File: config.mk
export PLATFORM = sky130hd
export DESIGN_NAME = bpsm_top
export DESIGN_NICKNAME = d
export VERILOG_FILES = /design/src/logic/bpsm_pkg.sv /design/src/logic/bpsm_top.sv
export SDC_FILE = /design/constraint.sdc
export NUM_CORES = 1
export LEC_CHECK = 0
export BUFFER_PORTS_ARGS = -buffer_cell sky130_fd_sc_hd__buf_2
export CORE_MARGIN = 1
export CORE_UTILIZATION = 30
export CTS_CLUSTER_SIZE = 10
export DETAILED_ROUTE_END_ITERATION = 8
export SYNTH_ARGS = -nofsm -noshare
export SYNTH_HDL_FRONTEND = slang
export SYNTH_SLANG_ARGS = --single-unit
File: constraint.sdc
create_clock -name clk -period 2 [get_ports clk]
set_clock_uncertainty 0.05 [all_clocks]
set_input_delay 0.1 -clock clk [delete_from_list [all_inputs] [get_ports clk]]
set_output_delay 0.1 -clock clk [all_outputs]
set_load 0.005 [all_outputs]
File: src/logic/bpsm_pkg.sv
/*
 * bpsm_pkg: constants, state encoding and carrier structs for the
 * boot and power-state controller.
 * assumes a 100 MHz system clock; all users write bpsm_pkg::name.
 */
package bpsm_pkg;

	// state encoding, one-hot
	typedef enum logic [4:0] {
		ST_RESET  = 5'h01,
		ST_INIT   = 5'h02,
		ST_CMD    = 5'h04,
		ST_ACTIVE = 5'h08,
		ST_SLEEP  = 5'h10
	} bpsm_state_type;

	// clock rate and start-up timing
	localparam int CLK_HZ          = 100_000_000;
	localparam int POR_DELAY_MS    = 50;
	localparam int STARTUP_MAX_MS  = 60;
	localparam int POR_CYCLES      = (CLK_HZ / 1000) * POR_DELAY_MS;
	localparam int STARTUP_CYCLES  = (CLK_HZ / 1000) * STARTUP_MAX_MS;
	// init work (supply measure, pmu setup, otp load) sequenced in a few cycles
	localparam int INIT_STEP_CYCLES = 16;

	// host command codes (values are this block's own)
	localparam logic [3:0] CMD_NONE     = 4'h0;
	localparam logic [3:0] CMD_MEM_WR   = 4'h1;
	localparam logic [3:0] CMD_MEM_RD   = 4'h2;
	localparam logic [3:0] CMD_DSP_WR   = 4'h3;
	localparam logic [3:0] CMD_DSP_RD   = 4'h4;
	localparam logic [3:0] CMD_DSP_EN   = 4'h5;
	localparam logic [3:0] CMD_DSP_DIS  = 4'h6;
	localparam logic [3:0] CMD_START    = 4'h7;
	localparam logic [3:0] CMD_VERSION  = 4'h8;
	localparam logic [3:0] CMD_RESET    = 4'h9;
	localparam logic [3:0] CMD_SWM_CFG  = 4'ha;

	// version value is arbitrary
	localparam logic [31:0] VERSION_VALUE = 32'h0001_0000;

	// default switch matrix mapping for pins 0..3
	localparam logic [1:0] SWM_DATA_OUT = 2'h0;
	localparam logic [1:0] SWM_DATA_IN  = 2'h1;
	localparam logic [1:0] SWM_CLOCK    = 2'h2;
	localparam logic [1:0] SWM_SELECT   = 2'h3;
	localparam logic [7:0] SWM_DEFAULT  = 8'he4;

	// ahb register offsets
	localparam logic [7:0] REG_STATUS  = 8'h00;
	localparam logic [7:0] REG_CONTROL = 8'h04;
	localparam logic [7:0] REG_BOOT    = 8'h08;

	// control register bits
	localparam int CTRL_SLEEP_BIT   = 0;
	localparam int CTRL_FWRST_BIT   = 1;
	localparam int CTRL_BODRST_BIT  = 2;
	localparam int CTRL_XTALKEEP_BIT= 3;
	localparam int CTRL_LJO_BIT     = 4;
	localparam logic [31:0] CONTROL_RESET = 32'h0000_0004;

	// host command carrier
	typedef struct packed {
		logic        valid;
		logic [3:0]  code;
		logic [31:0] addr;
		logic [31:0] data;
	} bpsm_cmd_type;

	// power and clock controls toward the chip
	typedef struct packed {
		logic       core_run;
		logic       cpu_idle;
		logic       use_low_power_osc;
		logic       use_ultra_low_power_osc;
		logic       use_low_jitter_osc;
		logic       xtal_keep;
		logic       logic_supply_on;
		logic       retention_on;
		logic       pmu_setup;
		logic       otp_load;
		logic       supply_measure;
		logic       spi_slave_en;
		logic       rom_boot;
	} bpsm_power_type;

endpackage : bpsm_pkg

File: src/logic/bpsm_top.sv
/*
 * bpsm_top: boot and power-state controller with an ahb-lite register slave.
 * assumes: clk 100 MHz, synchronous active-low resetn, one ahb master,
 * host request pin asynchronous, host commands decoded upstream.
 */
// The register addresses and the AHB-Lite register port are this design's own decisions.
// How it works
// - after power-on, rom boot leads to active
// - fixed start-up interval under sixty milliseconds
// - reset state: everything off, core held
// - low supply, brownout or firmware reset returns
// - settled power-on cell moves reset to init
// - init entered only from reset
// - init measures supply, sets pmu, loads otp
// - init clocks processor from low-power oscillator
// - request low stays init, high goes command
// - command state starts cpu, rom, spi pins
// - active entered from command only on host start command
// - handler supports memory, dsp, start, version, reset
// - active mode gates clocks and supplies of idle
// - active only from command or sleep
// - sleep only on processor sleep command
// - sleep keeps retention supply, cpu idle
// - sleep on ultra-low-power oscillator, or low-jitter if asked; crystal kept if asked
// - interrupt wakes sleep back into active
`timescale 1ns/10ps
module bpsm_top #(
	parameter int POR_CYCLES_P  = bpsm_pkg::POR_CYCLES,  // power-on settle count
	parameter int BLOCKS        = 8                      // gated functional blocks
) (
	// clock and reset
	input  wire logic                    clk,
	input  wire logic                    resetn,
	// supply monitors (asynchronous)
	input  wire logic                    supply_low,
	input  wire logic                    brownout_detect,
	// host pins (asynchronous)
	input  wire logic                    service_request_in,
	input  wire logic                    host_request_line,
	// decoded host commands, same clock
	input  wire bpsm_pkg::bpsm_cmd_type  host_cmd,
	// wake timer and block busy lines, same clock
	input  wire logic                    timer_event,
	input  wire logic [BLOCKS-1:0]       block_busy,
	// ahb-lite slave
	input  wire logic                    hsel,
	input  wire logic [31:0]             haddr,
	input  wire logic [1:0]              htrans,
	input  wire logic                    hwrite,
	input  wire logic [2:0]              hsize,
	input  wire logic [31:0]             hwdata,
	input  wire logic                    hready,
	output logic      [31:0]             hrdata,
	output logic                         hreadyout,
	output logic                         hresp,
	// power and clock controls
	output bpsm_pkg::bpsm_power_type     power_r,
	output logic      [BLOCKS-1:0]       block_clk_en_r,
	output logic      [BLOCKS-1:0]       block_pwr_en_r,
	output logic      [7:0]              switch_matrix_r,
	output logic                         dsp_en_r,
	output logic      [31:0]             start_addr_r,
	output logic      [31:0]             cmd_rdata_r,
	output bpsm_pkg::bpsm_state_type     state_r
);

	////////////////////////////////////////////////////////////////////////////
	// synchronisers

	logic [1:0] srq_sync_r;     // service request, two stages
	logic [1:0] hrq_sync_r;     // request line, wake source in sleep
	logic [1:0] low_sync_r;     // supply low
	logic [1:0] bod_sync_r;     // brownout

	// every pin and monitor input is asynchronous to clk, so each one passes
	// two flops before the state logic sees it; this costs two cycles of
	// latency on each of these inputs, which is far below the power-on settle time
	// first stage read only by second stage
	always_ff @(posedge clk) begin
		if (!resetn) begin
			srq_sync_r <= 2'h0;
			hrq_sync_r <= 2'h0;
			low_sync_r <= 2'h0;
			bod_sync_r <= 2'h0;
		end else begin
			srq_sync_r <= {srq_sync_r[0], service_request_in};
			hrq_sync_r <= {hrq_sync_r[0], host_request_line};
			low_sync_r <= {low_sync_r[0], supply_low};
			bod_sync_r <= {bod_sync_r[0], brownout_detect};
		end
	end

	wire srq_level = srq_sync_r[1];
	// the request line only matters as a wake source while asleep
	wire hrq_level = hrq_sync_r[1];

	////////////////////////////////////////////////////////////////////////////
	// registers written by software

	logic [31:0] control_r;     // sleep, fw reset, brownout policy, clocks
	logic        ahb_wr_r;      // write pending in data phase
	logic        ahb_rd_r;      // read pending in data phase
	logic [7:0]  ahb_addr_r;    // latched offset

	// ahb valid transfer decode
	function automatic logic ahb_go(input logic sel, input logic [1:0] tr, input logic rdy);
		ahb_go = sel && tr[1] && rdy;
	endfunction : ahb_go

	// decoded host command match, used by the reset cause and the start path
	function automatic logic cmd_is(input bpsm_pkg::bpsm_cmd_type cmd, input logic [3:0] code);
		cmd_is = cmd.valid && cmd.code == code;
	endfunction : cmd_is

	// hreadyout never drops, so the data phase always follows one cycle after
	// the address phase and back-to-back transfers need no stall logic
	// address phase capture; zero-wait slave
	always_ff @(posedge clk) begin
		if (!resetn) begin
			ahb_wr_r   <= 1'b0;
			ahb_rd_r   <= 1'b0;
			ahb_addr_r <= 8'h00;
		end else begin
			ahb_wr_r   <= ahb_go(hsel, htrans, hready) && hwrite;
			ahb_rd_r   <= ahb_go(hsel, htrans, hready) && !hwrite;
			if (ahb_go(hsel, htrans, hready)) begin
				ahb_addr_r <= haddr[7:0];
			end
		end
	end

	// a write lands at the end of its data phase; a pulse bit written as one
	// acts for exactly one cycle, so software never has to clear it
	// pulse bits (sleep, fw reset) self-clear after one cycle
	always_ff @(posedge clk) begin
		if (!resetn) begin
			control_r <= bpsm_pkg::CONTROL_RESET;
		end else if (ahb_wr_r && ahb_addr_r == bpsm_pkg::REG_CONTROL) begin
			control_r <= hwdata;
		end else begin
			control_r[bpsm_pkg::CTRL_SLEEP_BIT] <= 1'b0;
			control_r[bpsm_pkg::CTRL_FWRST_BIT] <= 1'b0;
		end
	end

	wire sleep_cmd = control_r[bpsm_pkg::CTRL_SLEEP_BIT];
	wire fw_reset  = control_r[bpsm_pkg::CTRL_FWRST_BIT];
	wire bod_reset = control_r[bpsm_pkg::CTRL_BODRST_BIT];

	// kept combinational so a read right after a write sees the new value
	// read mux, unmapped reads zero
	always_comb begin
		case (ahb_addr_r)
			bpsm_pkg::REG_STATUS:  hrdata = {24'h0, dsp_en_r, 2'h0, state_r};
			bpsm_pkg::REG_CONTROL: hrdata = control_r;
			bpsm_pkg::REG_BOOT:    hrdata = start_addr_r;
			default:               hrdata = 32'h0000_0000;
		endcase
		if (!ahb_rd_r) begin
			hrdata = 32'h0000_0000;
		end
	end

	assign hreadyout = 1'b1;  // never stalls
	assign hresp     = 1'b0;  // always okay

	////////////////////////////////////////////////////////////////////////////
	// reset causes and timers

	// a brownout only forces reset while the brownout policy bit is set, as it is out of reset
	wire force_reset = low_sync_r[1] || (bod_sync_r[1] && bod_reset) || fw_reset
		|| cmd_is(host_cmd, bpsm_pkg::CMD_RESET);

	logic [31:0] por_cnt_r;    // power-on settle counter
	logic [4:0]  init_cnt_r;   // init step counter
	logic        init_done_r;  // supply measured, otp loaded

	// the counter keeps its end value while a cause still stands, so the exit
	// to init follows as soon as the last cause has gone
	// power-on cell model: counts settle time while in reset
	always_ff @(posedge clk) begin
		if (!resetn || state_r != bpsm_pkg::ST_RESET) begin
			por_cnt_r <= 32'h0;
		end else if (por_cnt_r < 32'(POR_CYCLES_P)) begin
			por_cnt_r <= por_cnt_r + 32'h1;
		end
	end

	wire por_settled = (por_cnt_r >= 32'(POR_CYCLES_P)) && !force_reset;

	// done rises one cycle after the step count ends and stays until init is left
	// init sequencing: measure, pmu, otp in short fixed steps
	always_ff @(posedge clk) begin
		if (!resetn || state_r != bpsm_pkg::ST_INIT) begin
			init_cnt_r  <= 5'h0;
			init_done_r <= 1'b0;
		end else if (init_cnt_r < 5'(bpsm_pkg::INIT_STEP_CYCLES)) begin
			init_cnt_r <= init_cnt_r + 5'h1;
		end else begin
			init_done_r <= 1'b1;
		end
	end

	////////////////////////////////////////////////////////////////////////////
	// state machine

	bpsm_pkg::bpsm_state_type state_nxt;
	wire start_cmd = cmd_is(host_cmd, bpsm_pkg::CMD_START);
	wire wake_irq  = timer_event || hrq_level;

	// no branch outside the reset state leads to init, and active is reached
	// only from the command or sleep states
	// next state; reset wins from any state
	always_comb begin
		state_nxt = state_r;
		case (state_r)
			bpsm_pkg::ST_RESET: begin
				if (por_settled) begin
					state_nxt = bpsm_pkg::ST_INIT;
				end
			end
			bpsm_pkg::ST_INIT: begin
				if (init_done_r && srq_level) begin
					state_nxt = bpsm_pkg::ST_CMD;
				end
			end
			bpsm_pkg::ST_CMD: begin
				if (start_cmd) begin
					state_nxt = bpsm_pkg::ST_ACTIVE;
				end
			end
			bpsm_pkg::ST_ACTIVE: begin
				if (sleep_cmd) begin
					state_nxt = bpsm_pkg::ST_SLEEP;
				end
			end
			bpsm_pkg::ST_SLEEP: begin
				if (wake_irq) begin
					state_nxt = bpsm_pkg::ST_ACTIVE;
				end
			end
			default: state_nxt = bpsm_pkg::ST_RESET;
		endcase
		if (force_reset) begin
			state_nxt = bpsm_pkg::ST_RESET;
		end
	end

	// state register
	always_ff @(posedge clk) begin
		if (!resetn) begin
			state_r <= bpsm_pkg::ST_RESET;
		end else begin
			state_r <= state_nxt;
		end
	end

	////////////////////////////////////////////////////////////////////////////
	// command handler

	// commands outside the command state are ignored, except reset, which
	// acts through the reset cause logic in any state
	// only acts in the command-handler state; reset handled above
	always_ff @(posedge clk) begin
		if (!resetn || state_r == bpsm_pkg::ST_RESET) begin
			switch_matrix_r <= bpsm_pkg::SWM_DEFAULT;
			dsp_en_r        <= 1'b0;
			start_addr_r    <= 32'h0;
			cmd_rdata_r     <= 32'h0;
		end else if (state_r == bpsm_pkg::ST_CMD && host_cmd.valid) begin
			case (host_cmd.code)
				bpsm_pkg::CMD_DSP_EN:  dsp_en_r <= 1'b1;
				bpsm_pkg::CMD_DSP_DIS: dsp_en_r <= 1'b0;
				bpsm_pkg::CMD_START:   start_addr_r <= host_cmd.addr;
				bpsm_pkg::CMD_VERSION: cmd_rdata_r <= bpsm_pkg::VERSION_VALUE;
				bpsm_pkg::CMD_SWM_CFG: switch_matrix_r <= host_cmd.data[7:0];
				// memory and dsp reads echo the command address; memory writes change nothing
				bpsm_pkg::CMD_MEM_RD,
				bpsm_pkg::CMD_DSP_RD:  cmd_rdata_r <= host_cmd.addr;
				default:               cmd_rdata_r <= cmd_rdata_r;
			endcase
		end
	end

	////////////////////////////////////////////////////////////////////////////
	// power, clock and gating controls

	// driven from the next state so controls and state change on one edge;
	// the reset state falls to the default branch with every control off
	// decoded from the next state each cycle, registered for glitch-free outputs
	always_ff @(posedge clk) begin
		if (!resetn) begin
			power_r <= '0;
		end else begin
			power_r <= '0;
			case (state_nxt)
				bpsm_pkg::ST_INIT: begin
					power_r.use_low_power_osc <= 1'b1;
					power_r.supply_measure    <= 1'b1;
					power_r.pmu_setup         <= 1'b1;
					power_r.otp_load          <= 1'b1;
					power_r.logic_supply_on   <= 1'b1;
				end
				bpsm_pkg::ST_CMD: begin
					power_r.core_run        <= 1'b1;
					power_r.rom_boot        <= 1'b1;
					power_r.spi_slave_en    <= 1'b1;
					power_r.logic_supply_on <= 1'b1;
				end
				bpsm_pkg::ST_ACTIVE: begin
					power_r.core_run        <= 1'b1;
					power_r.spi_slave_en    <= 1'b1;
					power_r.logic_supply_on <= 1'b1;
					power_r.xtal_keep       <= 1'b1;
				end
				bpsm_pkg::ST_SLEEP: begin
					power_r.cpu_idle     <= 1'b1;
					power_r.retention_on <= 1'b1;
					power_r.use_low_jitter_osc <= control_r[bpsm_pkg::CTRL_LJO_BIT];
					power_r.use_ultra_low_power_osc <= !control_r[bpsm_pkg::CTRL_LJO_BIT];
					power_r.xtal_keep <= control_r[bpsm_pkg::CTRL_XTALKEEP_BIT];
				end
				default: power_r <= '0;
			endcase
		end
	end

	// a block that turns busy gets clock and supply one cycle later; blocks
	// that need them sooner must keep their busy line raised
	// idle blocks lose clock and supply; only in active mode may any run
	always_ff @(posedge clk) begin
		if (!resetn) begin
			block_clk_en_r <= '0;
			block_pwr_en_r <= '0;
		end else if (state_nxt == bpsm_pkg::ST_ACTIVE) begin
			block_clk_en_r <= block_busy;
			block_pwr_en_r <= block_busy;
		end else begin
			block_clk_en_r <= '0;
			block_pwr_en_r <= '0;
		end
	end

endmodule : bpsm_top
==> flow_summary.rst, run 1 <==
.. list-table::
   :header-rows: 1

   * - Metric
     - Value
   * - Status
     - finished, violations left
   * - Failing checks
     - setup timing
   * - Overall die area
     - 25380 sq um
   * - Share of power burned in combinational logic
     - 0.057
   * - VDD IR max
     - 421.4 uV
   * - Gr usage total
     - 0.1863
   * - Area growth from synthesis to layout
     - 53.21%
   * - Share of the synthesized area in the top cell type
     - 0.4908
   * - Startpoint of the most critical setup path
     - ahb_addr_r[1]
   * - Power per cell area
     - 664.1 nW/um^2
   * - Number of port buffers
     - ~240
   * - Switching power share of the total
     - 0.2422
   * - Share of async-settable or async-resettable flops after synthesis
     - 0
   * - # clock sinks
     - 182
   * - Largest driver fanout on the critical path
     - 26
   * - DR WL/cell
     - roughly 16 um
   * - Critical path type
     - register to primary output
   * - Number of cells on the worst reg-to-reg path
     - 6
   * - Register bit count reported by yosys
     - ~180
   * - Count of flip-flops with a built-in enable after synthesis
     - 0
   * - Setup crit start kind
     - register
   * - 1st-iter DRT viols
     - 368
   * - Leakage power total
     - about 4.8 nW
   * - Placed instance count
     - approximately 1400
   * - Clk pin slew, worst setup/hold paths
     - 0.08 ns
   * - Die height
     - ~160 um
   * - Global-route wire length before repair
     - 37460 um
   * - Min Clock Period, post-route
     - 2.176 ns
   * - Top cells by area in the synthesized netlist
     - dfxtp_1 (49%), nor2_1 (6.8%), mux2i_1 (6.2%)
   * - Syn_nets
     - 1005
   * - Largest net degree at the start of global routing
     - 70
   * - Worst reg2reg endpoint
     - por_cnt_r[14]
   * - Internal power summed over all cells
     - 5.723 mW
   * - Detailed Routing Iterations Pass 1
     - 5
   * - Reg power frac
     - 0.483
   * - Final routed wirelength across all metal layers
     - 24520 um
   * - Number of library cell types mapped by synthesis
     - 57
   * - Post-synthesis cell count
     - 846
   * - Vias in the first global route
     - 7307
   * - Clock tree root buffer cell
     - clkbuf_16
   * - Hold Slack
     - 0.01911 ns
   * - Number of vias in the routed layout
     - 7448
   * - Worst reg2reg setup slack
     - 0 ns
   * - Non-filler instance count after layout
     - 1541
   * - Arrival time worst endpoint
     - just over 2 ns
   * - Post-layout worst setup margin
     - -0.1757 ns
   * - Placeable core region
     - 24320 sq um
   * - Number of buffers inserted during clock tree synthesis
     - 17
   * - Ratio of final minimum period to clock period
     - 1.088
   * - Final hold violations
     - 0
   * - Switching power of the nets
     - roughly 1.8 mW
   * - TritonCTS clock tree
     - yes
   * - Final net count
     - 1361
   * - Cell type with the highest aggregate area in the netlist
     - dfxtp_1
   * - Drt via density
     - between 4 and 5
   * - Synth Flop Type
     - dfxtp_1
   * - Endpoint class of the critical path
     - primary output
   * - Effective utilization at floorplan
     - 0.3052
   * - Count of max-cap constraint violations
     - 0
   * - Required time at the worst-slack endpoint
     - between 1.5 and 2 ns
   * - Die width
     - about 160 um
   * - Achievable Freq
     - 459.6 MHz
   * - Area taken by flip-flops and latches
     - roughly 3700 sq um
   * - Number of placement rows
     - 57
   * - Max Transition Viols Final
     - 0
   * - Number of levels in the clock H-tree
     - 4
   * - Count of fill cells added during filler insertion
     - about 2300
   * - Number of synthesis warnings
     - 0
   * - Boundary pin count
     - around 300
   * - Cell with the most instances after synthesis
     - dfxtp_1
   * - Fraction of layout instances using a drive strength above 1
     - 0.3267
   * - DP HPWL
     - 15770 um
   * - CP Capture Point
     - hrdata[6]
   * - Number of antenna violations at the first check in global routing
     - 3
   * - Buffer depth of the longest clock path
     - 2
   * - Grt ovf
     - 0
   * - Setup-violating endpoint count in the final report
     - 28
   * - Worst R2R Start
     - por_cnt_r[28]
   * - Type of the most critical hold path
     - primary input to register
   * - Portion of total power attributed to the clock network
     - 0.459
   * - Drt drc
     - 0
   * - Global placement routability congestion
     - 0.8010
   * - Post-synthesis cell area
     - 7423 sq um
   * - Antenna violation net count after detailed routing
     - 0
   * - Fraction of the yosys area taken by sequential cells
     - 0.4908
   * - Commonest cells post-synth
     - dfxtp_1 (182), nor2_1 (134), nand2_1 (103)
   * - Clock latency on the worst-skew pair
     - 0.43 ns
   * - RSZ-0062 raised after global routing
     - true
   * - Worst hold stages
     - 4
   * - Multi-input combinational cell area
     - 3631 sq um
   * - Syn Area/Cell
     - 8.775 sq um
-- critical path, stage by stage, from the launching register on --
cell and delay [ns]:
dfxtp_2 0.34, nor4_4 0.28, buf_4 0.15, and4b_1 0.26, buf_12 0.20, a22oi_1 0.10, nor2_1 0.13, buf_2 0.13
-- state kept, by name, indices dropped and copies added, names as in the netlist, 2 cells and up --
name	flops
cmd_rdata_r	32
control_r	32
por_cnt_r	32
start_addr_r	32
ahb_addr_r	8
block_pwr_en_r	8
power_r	8
switch_matrix_r	8
init_cnt_r	5
state_r	5
bod_sync_r	2
hrq_sync_r	2
low_sync_r	2
srq_sync_r	2
-- stage by stage --
| step | cell area (sq um) | util | total power, mW | setup TNS (ns) | worst slack [ns] |
|---|---|---|---|---|---|
| floorplan | 7423 | - | 3.835 | 0 | 0.09926 |
| global placement | 9199 | 0.3782 | 3.998 | 0 | 0.02028 |
| detailed placement | 9199 | 0.3782 | 4.001 | 0 | 0.001726 |
| CTS | 10910 | 0.4486 | 7.636 | -4.073 | -0.1774 |
| global route | 11370 | 0.4677 | 7.824 | -7.079 | -0.2754 |
| finish | 11370 | 0.4677 | 7.553 | -3.634 | -0.1757 |
-- cells in the final DEF (no fill, tap or decap), types with 7 or more instances in the layout --
cell type	instances
clkbuf_16	22
and2_1	29
dfxtp_2	7
a22oi_1	49
buf_12	10
inv_1	10
o21ai_0	13
or3_1	9
nand2_1	102
dfxtp_1	175
and3_1	9
nor2_1	129
a22oi_2	8
buf_2	237
nand3_1	9
dlygate4sd3_1	94
buf_4	42
buf_6	18
nor3_1	7
mux2i_1	46
nand4_1	9
a21oi_1	55
-- area by class of cell --
cell class / instances / share of cell area
multi-input cells: 582 / 0.3193
clock buffers: 18 / 0.03861
clock inverters: 14 / 0.01529
repair buffers: 408 / 0.2660
inverters: 11 / 0.003630
diodes: 2 / 0.0004400
well taps: 324 / 0.03564
flip-flops and latches: 182 / 0.3211
-- kinds of logic after synthesis --
kind of cell	share of synthesized area
multiplexers	0.06203
other	0.001012
flip-flops	0.4908
AO/OA/AOI/OAI	0.1551
adder cells (fa/ha/maj)	0.005057
XOR/XNOR	0.01062
AND/OR/NAND/NOR	0.2203
buffers and inverters	0.05512
-- how the worst min path moves through the flow --
stage	from	end	slack, ns
after floorplan	hwrite	ahb_rd_r	0.13
after global routing	host_cmd[65]	dsp_en_r	0.02
after detailed placement	hwrite	ahb_rd_r	0.23
final	host_cmd[67]	dsp_en_r	0.02
after CTS	host_cmd[67]	dsp_en_r	0.0001
after global placement	hwrite	ahb_rd_r	0.23
-- per-layer routing --
layer	vias up	GRT usage	wire [um]
met3	57	0.04741	1471
met2	275	0.3080	11580
li1	3637	-	-
met4	2	0.08785	880
met1	3477	0.2264	10580
met5	-	0	8
-- power groups by stage --
stage	Clock, mW	Combinational [mW]	Sequential (mW)
5_1_grt	3.70	0.468	3.65
6_report	3.47	0.433	3.65
3_3_place_gp	0	0.264	3.73
2_1_floorplan	0	0.103	3.73
4_1_cts	3.56	0.424	3.65
3_5_place_dp	0	0.266	3.73
-- repair_timing --
action                                  4_1_cts  5_1_grt
gates resized for setup                      19       56
gates cloned                                  2        7
pin swaps                                     8       26
hold buffers                                 94        0
buffers inserted                              3        7
endpoints found under the setup margin       61      103
endpoints found under the hold margin       126        0
No activity file was read; power rests on OpenSTA's default activity.
==> run 2, diff against run 1 <==
--- a/config.mk
+++ b/config.mk
@@ -5,7 +5,7 @@
 export SDC_FILE = /design/constraint.sdc
 export NUM_CORES = 1
 export LEC_CHECK = 0
-export BUFFER_PORTS_ARGS = -buffer_cell sky130_fd_sc_hd__buf_2
+export BUFFER_PORTS_ARGS = -buffer_cell sky130_fd_sc_hd__buf_4
 export CORE_MARGIN = 1
 export CORE_UTILIZATION = 30
 export CTS_CLUSTER_SIZE = 10
==> run 2 against run 1 <==
Effect of this change: the run still ends with setup timing left; routed wire length up 14%; cell area up 13%; maximum frequency down 4.7%; critical endpoint is now hrdata[11]; register-to-register slack worse by 0.13 ns; sequential power barely moved.
==> flow_summary.rst, run 2 (synthesis results as in run 1) <==
.. list-table::
   :header-rows: 1

   * - Metric
     - Value
   * - Status
     - finished, violations left (unchanged)
   * - Failing checks
     - setup timing (unchanged)
   * - Number of buffers inserted during clock tree synthesis
     - 17 (unchanged)
   * - Post-layout worst setup margin
     - -0.2821 ns (was -0.1757 ns)
   * - # clock sinks
     - 182 (unchanged)
   * - Die height
     - 159.3 um (unchanged)
   * - Vias in the first global route
     - 7543 (was 7307)
   * - Type of the most critical hold path
     - primary input to register (unchanged)
   * - Final routed wirelength across all metal layers
     - 28010 um (was 24520 um)
   * - Achievable Freq
     - 438.2 MHz (was 459.6 MHz)
   * - 1st-iter DRT viols
     - 404 (was 368)
   * - Grt ovf
     - 0 (unchanged)
   * - Number of antenna violations at the first check in global routing
     - 0 (was 3)
   * - Arrival time worst endpoint
     - 2.13 ns (was 2.03 ns)
   * - Placed instance count
     - 1406 (was 1394)
   * - Met1 demand-to-capacity share in global routing
     - 0.2411 (was 0.2264)
   * - Number of placement rows
     - 57 (unchanged)
   * - Effective utilization at floorplan
     - 0.3052 (unchanged)
   * - Drt via density
     - 4.909 (was 4.833)
   * - RSZ-0062 raised after global routing
     - true (unchanged)
   * - Number of vias in the routed layout
     - 7726 (was 7448)
   * - Final hold violations
     - 0 (unchanged)
   * - Buffer depth of the longest clock path
     - 2 (unchanged)
   * - Max Transition Viols Final
     - 0 (unchanged)
   * - Boundary pin count
     - 297 (unchanged)
   * - Drt drc
     - 0 (unchanged)
   * - TritonCTS clock tree
     - yes (unchanged)
   * - Global placement routability congestion
     - 0.8110 (was 0.8010)
   * - Largest net degree at the start of global routing
     - 70 (unchanged)
   * - Required time at the worst-slack endpoint
     - 1.85 ns (about the same)
   * - Slew at the pin closest to its max-slew limit
     - between 0.5 and 0.6 ns
   * - Overall die area
     - 25380 sq um (unchanged)
   * - Leading cell types in the layout, fill and taps excluded
     - buf_4 (293), dfxtp_1 (175), nor2_1 (123) (was buf_2 (237), dfxtp_1 (175), nor2_1 (129))
   * - DP HPWL
     - 16400 um (was 15770 um)
   * - Count of fill cells added during filler insertion
     - 2132 (was 2323)
   * - Clk pin slew, worst setup/hold paths
     - 0.08 ns (about the same)
   * - Min Clock Period, post-route
     - 2.282 ns (was 2.176 ns)
   * - DR WL/cell
     - 17.80 um (was 15.91 um)
   * - Critical path type
     - register to primary output (unchanged)
   * - Area growth from synthesis to layout
     - 72.78% (was 53.21%)
   * - Most frequent standard cell in the layout excluding fill and tap cells
     - buf_4 (was buf_2)
   * - Clock tree root buffer cell
     - clkbuf_16 (unchanged)
   * - Fraction of layout instances using a drive strength above 1
     - 0.4032 (was 0.3267)
   * - Setup crit start kind
     - register (unchanged)
   * - Gr usage total
     - 0.2028 (was 0.1863)
   * - Leakage power total
     - 5.274 nW (was 4.824 nW)
   * - Number of port buffers
     - 242 (unchanged)
   * - Antenna violation net count after detailed routing
     - 0 (unchanged)
   * - Hold Slack
     - 0.004066 ns (was 0.01911 ns)
   * - M3 GR Usage
     - 0.05392 (was 0.04741)
   * - Final Total Pwr
     - 7.674 mW (was 7.553 mW)
   * - Ratio of final minimum period to clock period
     - 1.141 (was 1.088)
   * - Clock latency on the worst-skew pair
     - 0.44 ns (was 0.43 ns)
   * - Layer with the highest usage after global routing
     - met2 (unchanged)
   * - Setup-violating endpoint count in the final report
     - 111 (was 28)
   * - Final net count
     - 1396 (was 1361)
   * - Die width
     - 159.3 um (unchanged)
   * - Worst slew margin relative to its limit
     - 0.6652
   * - Power per cell area
     - 598.3 nW/um^2 (was 664.1 nW/um^2)
   * - # diodes
     - 0 (was 2)
   * - Endpoint class of the critical path
     - primary output (unchanged)
   * - Detailed Routing Iterations Pass 1
     - 5 (unchanged)
   * - Global-route wire length before repair
     - 40340 um (was 37460 um)
   * - Placeable core region
     - 24320 sq um (unchanged)
   * - Non-filler instance count after layout
     - 1574 (was 1541)
   * - Core Util, Final
     - 0.5274 (was 0.4677)
   * - Count of max-cap constraint violations
     - 0 (unchanged)
   * - Largest driver fanout on the critical path
     - 6 (was 26)
   * - GR met2 Demand/Resource
     - 0.3455 (was 0.3080)
   * - Total Negative Setup Slacks
     - -11.36 ns (was -3.634 ns)
   * - Number of levels in the clock H-tree
     - 4 (unchanged)
   * - VDD IR max
     - 417.2 uV (was 421.4 uV)
run 2: area by class of cell:
cell class              instances  area (sq um)  share of cell area
clock inverters                15         180.2             0.01405
multi-input cells             583          3990              0.3111
well taps                     324         405.4             0.03161
clock buffers                  17         425.4             0.03317
flip-flops and latches        182          3652              0.2848
repair buffers                442          4131              0.3221
inverters                      11         41.29            0.003219
run 2: worst paths after layout:
path                 startpoint                 to  slack [ns]  depth (start not counted)
setup reg to reg     state_r[4]  block_pwr_en_r[3]       -0.13                          9
setup / recovery  ahb_addr_r[6]         hrdata[11]       -0.28                          8
hold reg to reg   srq_sync_r[0]      srq_sync_r[1]        0.38                          1
hold / removal           resetn       control_r[2]       0.004                          3
run 2: power breakdown:
| group | leakage, nW | internal [mW] | switching, mW |
|---|---|---|---|
| clock | 0.294 | 1.79 | 1.68 |
| combinational | 3.51 | 0.326 | 0.219 |
| sequential | 1.47 | 3.64 | 0.0114 |
run 2: stage by stage:
step	setup WS [ns]	cell area, sq um
final	-0.2821	12830
after global placement	-0.06110	9920
after CTS	-0.2003	11890
after detailed placement	-0.05272	9920
after global routing	-0.3587	12830
after floorplan	0.09926	7423
run 2: routing by layer:
metal,part of all wire,up-vias,routed length [um]
li1,-,3712,-
met1,0.42,3658,11630
met2,0.48,294,13480
met3,0.073,62,2044
met4,0.031,0,861
met5,0,-,0
run 2: critical path, cell delays in order (launching register included):
cell and delay (ns):
dfxtp_2 0.34, nor4_4 0.29, buf_4 0.16, and4b_4 0.27
buf_4 0.15, clkbuf_16 0.16, a22oi_1 0.06, nor2_1 0.12
buf_4 0.13
run 2: what timing repair did:
item,4_1_cts,5_1_grt
pin swaps,10,80
endpoints found under the hold margin,127,0
endpoints found under the setup margin,78,105
buffers inserted,8,18
gates resized for setup,37,146
hold buffers,95,0
gates cloned,7,10
==> run 3, diff against run 2 <==
--- a/config.mk
+++ b/config.mk
@@ -5,7 +5,7 @@
 export SDC_FILE = /design/constraint.sdc
 export NUM_CORES = 1
 export LEC_CHECK = 0
-export BUFFER_PORTS_ARGS = -buffer_cell sky130_fd_sc_hd__buf_4
+export BUFFER_PORTS_ARGS = -buffer_cell sky130_fd_sc_hd__clkbuf_2
 export CORE_MARGIN = 1
 export CORE_UTILIZATION = 30
 export CTS_CLUSTER_SIZE = 10
==> run 3 against run 2 <==
Effect of this change: the run still ends with setup timing left; core utilization shrank 5.7 points; setup slack gained 0.050 ns; routed wire length down 10%; register-to-register slack better by 0.18 ns; non-clock buffer count is 33 lower.
==> flow_summary.rst, run 3 (synthesis results as in run 1) <==
.. list-table::
   :header-rows: 1

   * - Metric
     - Value
   * - Status
     - finished, violations left (unchanged)
   * - Failing checks
     - setup timing (unchanged)
   * - Count of fill cells added during filler insertion
     - 2296 (was 2132)
   * - Power per cell area
     - 675.4 nW/um^2 (was 598.3 nW/um^2)
   * - Slew at the pin closest to its max-slew limit
     - 0.4661 ns (was 0.5010 ns)
   * - Hold Slack
     - 0.02533 ns (was 0.004066 ns)
   * - Endpoint class of the critical path
     - primary output (unchanged)
   * - Number of buffer and inverter instances along the worst setup path
     - 4 (unchanged)
   * - Antenna violation net count after detailed routing
     - 0 (unchanged)
   * - Boundary pin count
     - 297 (unchanged)
   * - Setup-violating endpoint count in the final report
     - 32 (was 111)
   * - # clock sinks
     - 182 (unchanged)
   * - Area growth from synthesis to layout
     - 54.09% (was 72.78%)
   * - Global placement routability congestion
     - 0.8058 (was 0.8110)
   * - Met1 demand-to-capacity share in global routing
     - 0.2298 (was 0.2411)
   * - Required time at the worst-slack endpoint
     - 1.85 ns (about the same)
   * - Max Transition Viols Final
     - 0 (unchanged)
   * - Buffer depth of the longest clock path
     - 2 (unchanged)
   * - Final Total Pwr
     - 7.725 mW (was 7.674 mW)
   * - Min Clock Period, post-route
     - 2.232 ns (was 2.282 ns)
   * - Type of the most critical hold path
     - primary input to register (unchanged)
   * - Largest net degree at the start of global routing
     - 44 (was 70)
   * - Core Util, Final
     - 0.4703 (was 0.5274)
   * - M3 GR Usage
     - 0.04741 (was 0.05392)
   * - Effective utilization at floorplan
     - 0.3052 (unchanged)
   * - Grt ovf
     - 0 (unchanged)
   * - Count of max-cap constraint violations
     - 0 (unchanged)
   * - Leakage power total
     - 4.734 nW (was 5.274 nW)
   * - Vias in the first global route
     - 7262 (was 7543)
   * - Clock tree root buffer cell
     - clkbuf_16 (unchanged)
   * - Ratio of final minimum period to clock period
     - 1.116 (was 1.141)
   * - Placeable core region
     - 24320 sq um (unchanged)
   * - DR WL/cell
     - 16.28 um (was 17.80 um)
   * - Overall die area
     - 25380 sq um (unchanged)
   * - Number of buffers inserted during clock tree synthesis
     - 17 (unchanged)
   * - Leading cell types in the layout, fill and taps excluded
     - clkbuf_2 (219), dfxtp_1 (177), nor2_1 (113) (was buf_4 (293), dfxtp_1 (175), nor2_1 (123))
   * - RSZ-0062 raised after global routing
     - true (unchanged)
   * - Achievable Freq
     - 448.0 MHz (was 438.2 MHz)
   * - Detailed Routing Iterations Pass 1
     - 5 (unchanged)
   * - Arrival time worst endpoint
     - 2.08 ns (was 2.13 ns)
   * - Number of vias in the routed layout
     - 7473 (was 7726)
   * - Layer with the highest usage after global routing
     - met2 (unchanged)
   * - # diodes
     - 0 (unchanged)
   * - Final net count
     - 1362 (was 1396)
   * - Number of port buffers
     - 242 (unchanged)
   * - Number of placement rows
     - 57 (unchanged)
   * - TritonCTS clock tree
     - yes (unchanged)
   * - Most frequent standard cell in the layout excluding fill and tap cells
     - clkbuf_2 (was buf_4)
   * - Placed instance count
     - 1391 (was 1406)
   * - Placed cell area
     - 9201 sq um (was 9920 sq um)
   * - Number of antenna violations at the first check in global routing
     - 1 (was 0)
   * - Final hold violations
     - 0 (unchanged)
   * - GR met2 Demand/Resource
     - 0.3238 (was 0.3455)
   * - Die width
     - 159.3 um (unchanged)
   * - Fraction of layout instances using a drive strength above 1
     - 0.3289 (was 0.4032)
   * - Number of levels in the clock H-tree
     - 4 (unchanged)
   * - Critical-path cell with the highest stage delay
     - dfxtp_2 (unchanged)
   * - Max incr delay on CP
     - 0.34 ns (about the same)
   * - Clock latency on the worst-skew pair
     - 0.43 ns (was 0.44 ns)
   * - 1st-iter DRT viols
     - 324 (was 404)
   * - Final routed wirelength across all metal layers
     - 25070 um (was 28010 um)
   * - Clk pin slew, worst setup/hold paths
     - 0.08 ns (about the same)
   * - Drt via density
     - 4.853 (was 4.909)
   * - Cell breakdown of the critical path
     - nor4_4 > buf_4 > and4b_4 > buf_12 > buf_16 > a22oi_2 > nor2_2 > clkbuf_2 (was nor4_4 > buf_4 > and4b_4 > buf_4 > clkbuf_16 > a22oi_1 > nor2_1 > buf_4)
   * - Largest driver fanout on the critical path
     - 7 (was 6)
   * - Final instance area
     - 11440 sq um (was 12830 sq um)
   * - Critical path type
     - register to primary output (unchanged)
   * - Largest delay share family, worst path
     - simple AND/OR/NAND/NOR gates (unchanged)
   * - VDD IR max
     - 466.0 uV (was 417.2 uV)
   * - Worst reg2reg setup slack
     - 0.05 ns (was -0.13 ns)
   * - Total Negative Setup Slacks
     - -5.604 ns (was -11.36 ns)
   * - Drt drc
     - 0 (unchanged)
   * - Minimum setup slack after placement
     - 0.008709 ns (was -0.05272 ns)
   * - Setup crit start kind
     - register (unchanged)
   * - Post-layout worst setup margin
     - -0.2324 ns (was -0.2821 ns)
   * - DP HPWL
     - 15830 um (was 16400 um)
   * - Die height
     - 159.3 um (unchanged)
   * - Gr usage total
     - 0.1904 (was 0.2028)
   * - Global-route wire length before repair
     - 38250 um (was 40340 um)
   * - Non-filler instance count after layout
     - 1540 (was 1574)
   * - Worst slew margin relative to its limit
     - 0.6812 (was 0.6652)
-- run 3: layout make-up --
class	instances	area, sq um	share of cell area
clock inverter	15	206.4	0.01805
inverter	11	41.29	0.003610
multi-input combinational	582	3633	0.3177
sequential	182	3650	0.3191
tap	324	405.4	0.03544
timing repair buffer	409	3077	0.2690
clock buffer	17	425.4	0.03719
-- run 3: worst paths after layout --
| check | depth (start not counted) | endpoint | start |
|---|---|---|---|
| max | 8 | hrdata[6] | ahb_addr_r[6] |
| min | 4 | dsp_en_r | host_cmd[65] |
| max reg2reg | 6 | por_cnt_r[14] | por_cnt_r[6] |
| min reg2reg | 1 | low_sync_r[1] | low_sync_r[0] |
-- run 3: routing by layer --
metal	share of wire	up-vias
li1	-	3641
met1	0.44	3539
met2	0.49	255
met3	0.053	36
met4	0.023	2
met5	0.00032	-
-- run 3: power by group --
part	internal (mW)	switching (mW)	total [mW]
Clock	1.93	1.68	3.61
Combinational	0.265	0.196	0.462
Sequential	3.64	0.0117	3.65
-- run 3: timing repair --
item / in CTS / in global routing
pin swaps: 10 / 31
endpoints found under the setup margin: 33 / 115
gates cloned: 4 / 6
setup buffers: 4 / 9
gates resized for setup: 24 / 83
hold buffers: 94 / 0
endpoints found under the hold margin: 126 / 0
-- run 3: worst reg2reg max path, stage by stage, from the launching register on --
cell and delay [ns]:
dfxtp_1 0.34, o2111ai_1 0.21, nand3_1 0.14, a211o_4 0.39
buf_6 0.15, or4_4 0.49, a21oi_1 0.12
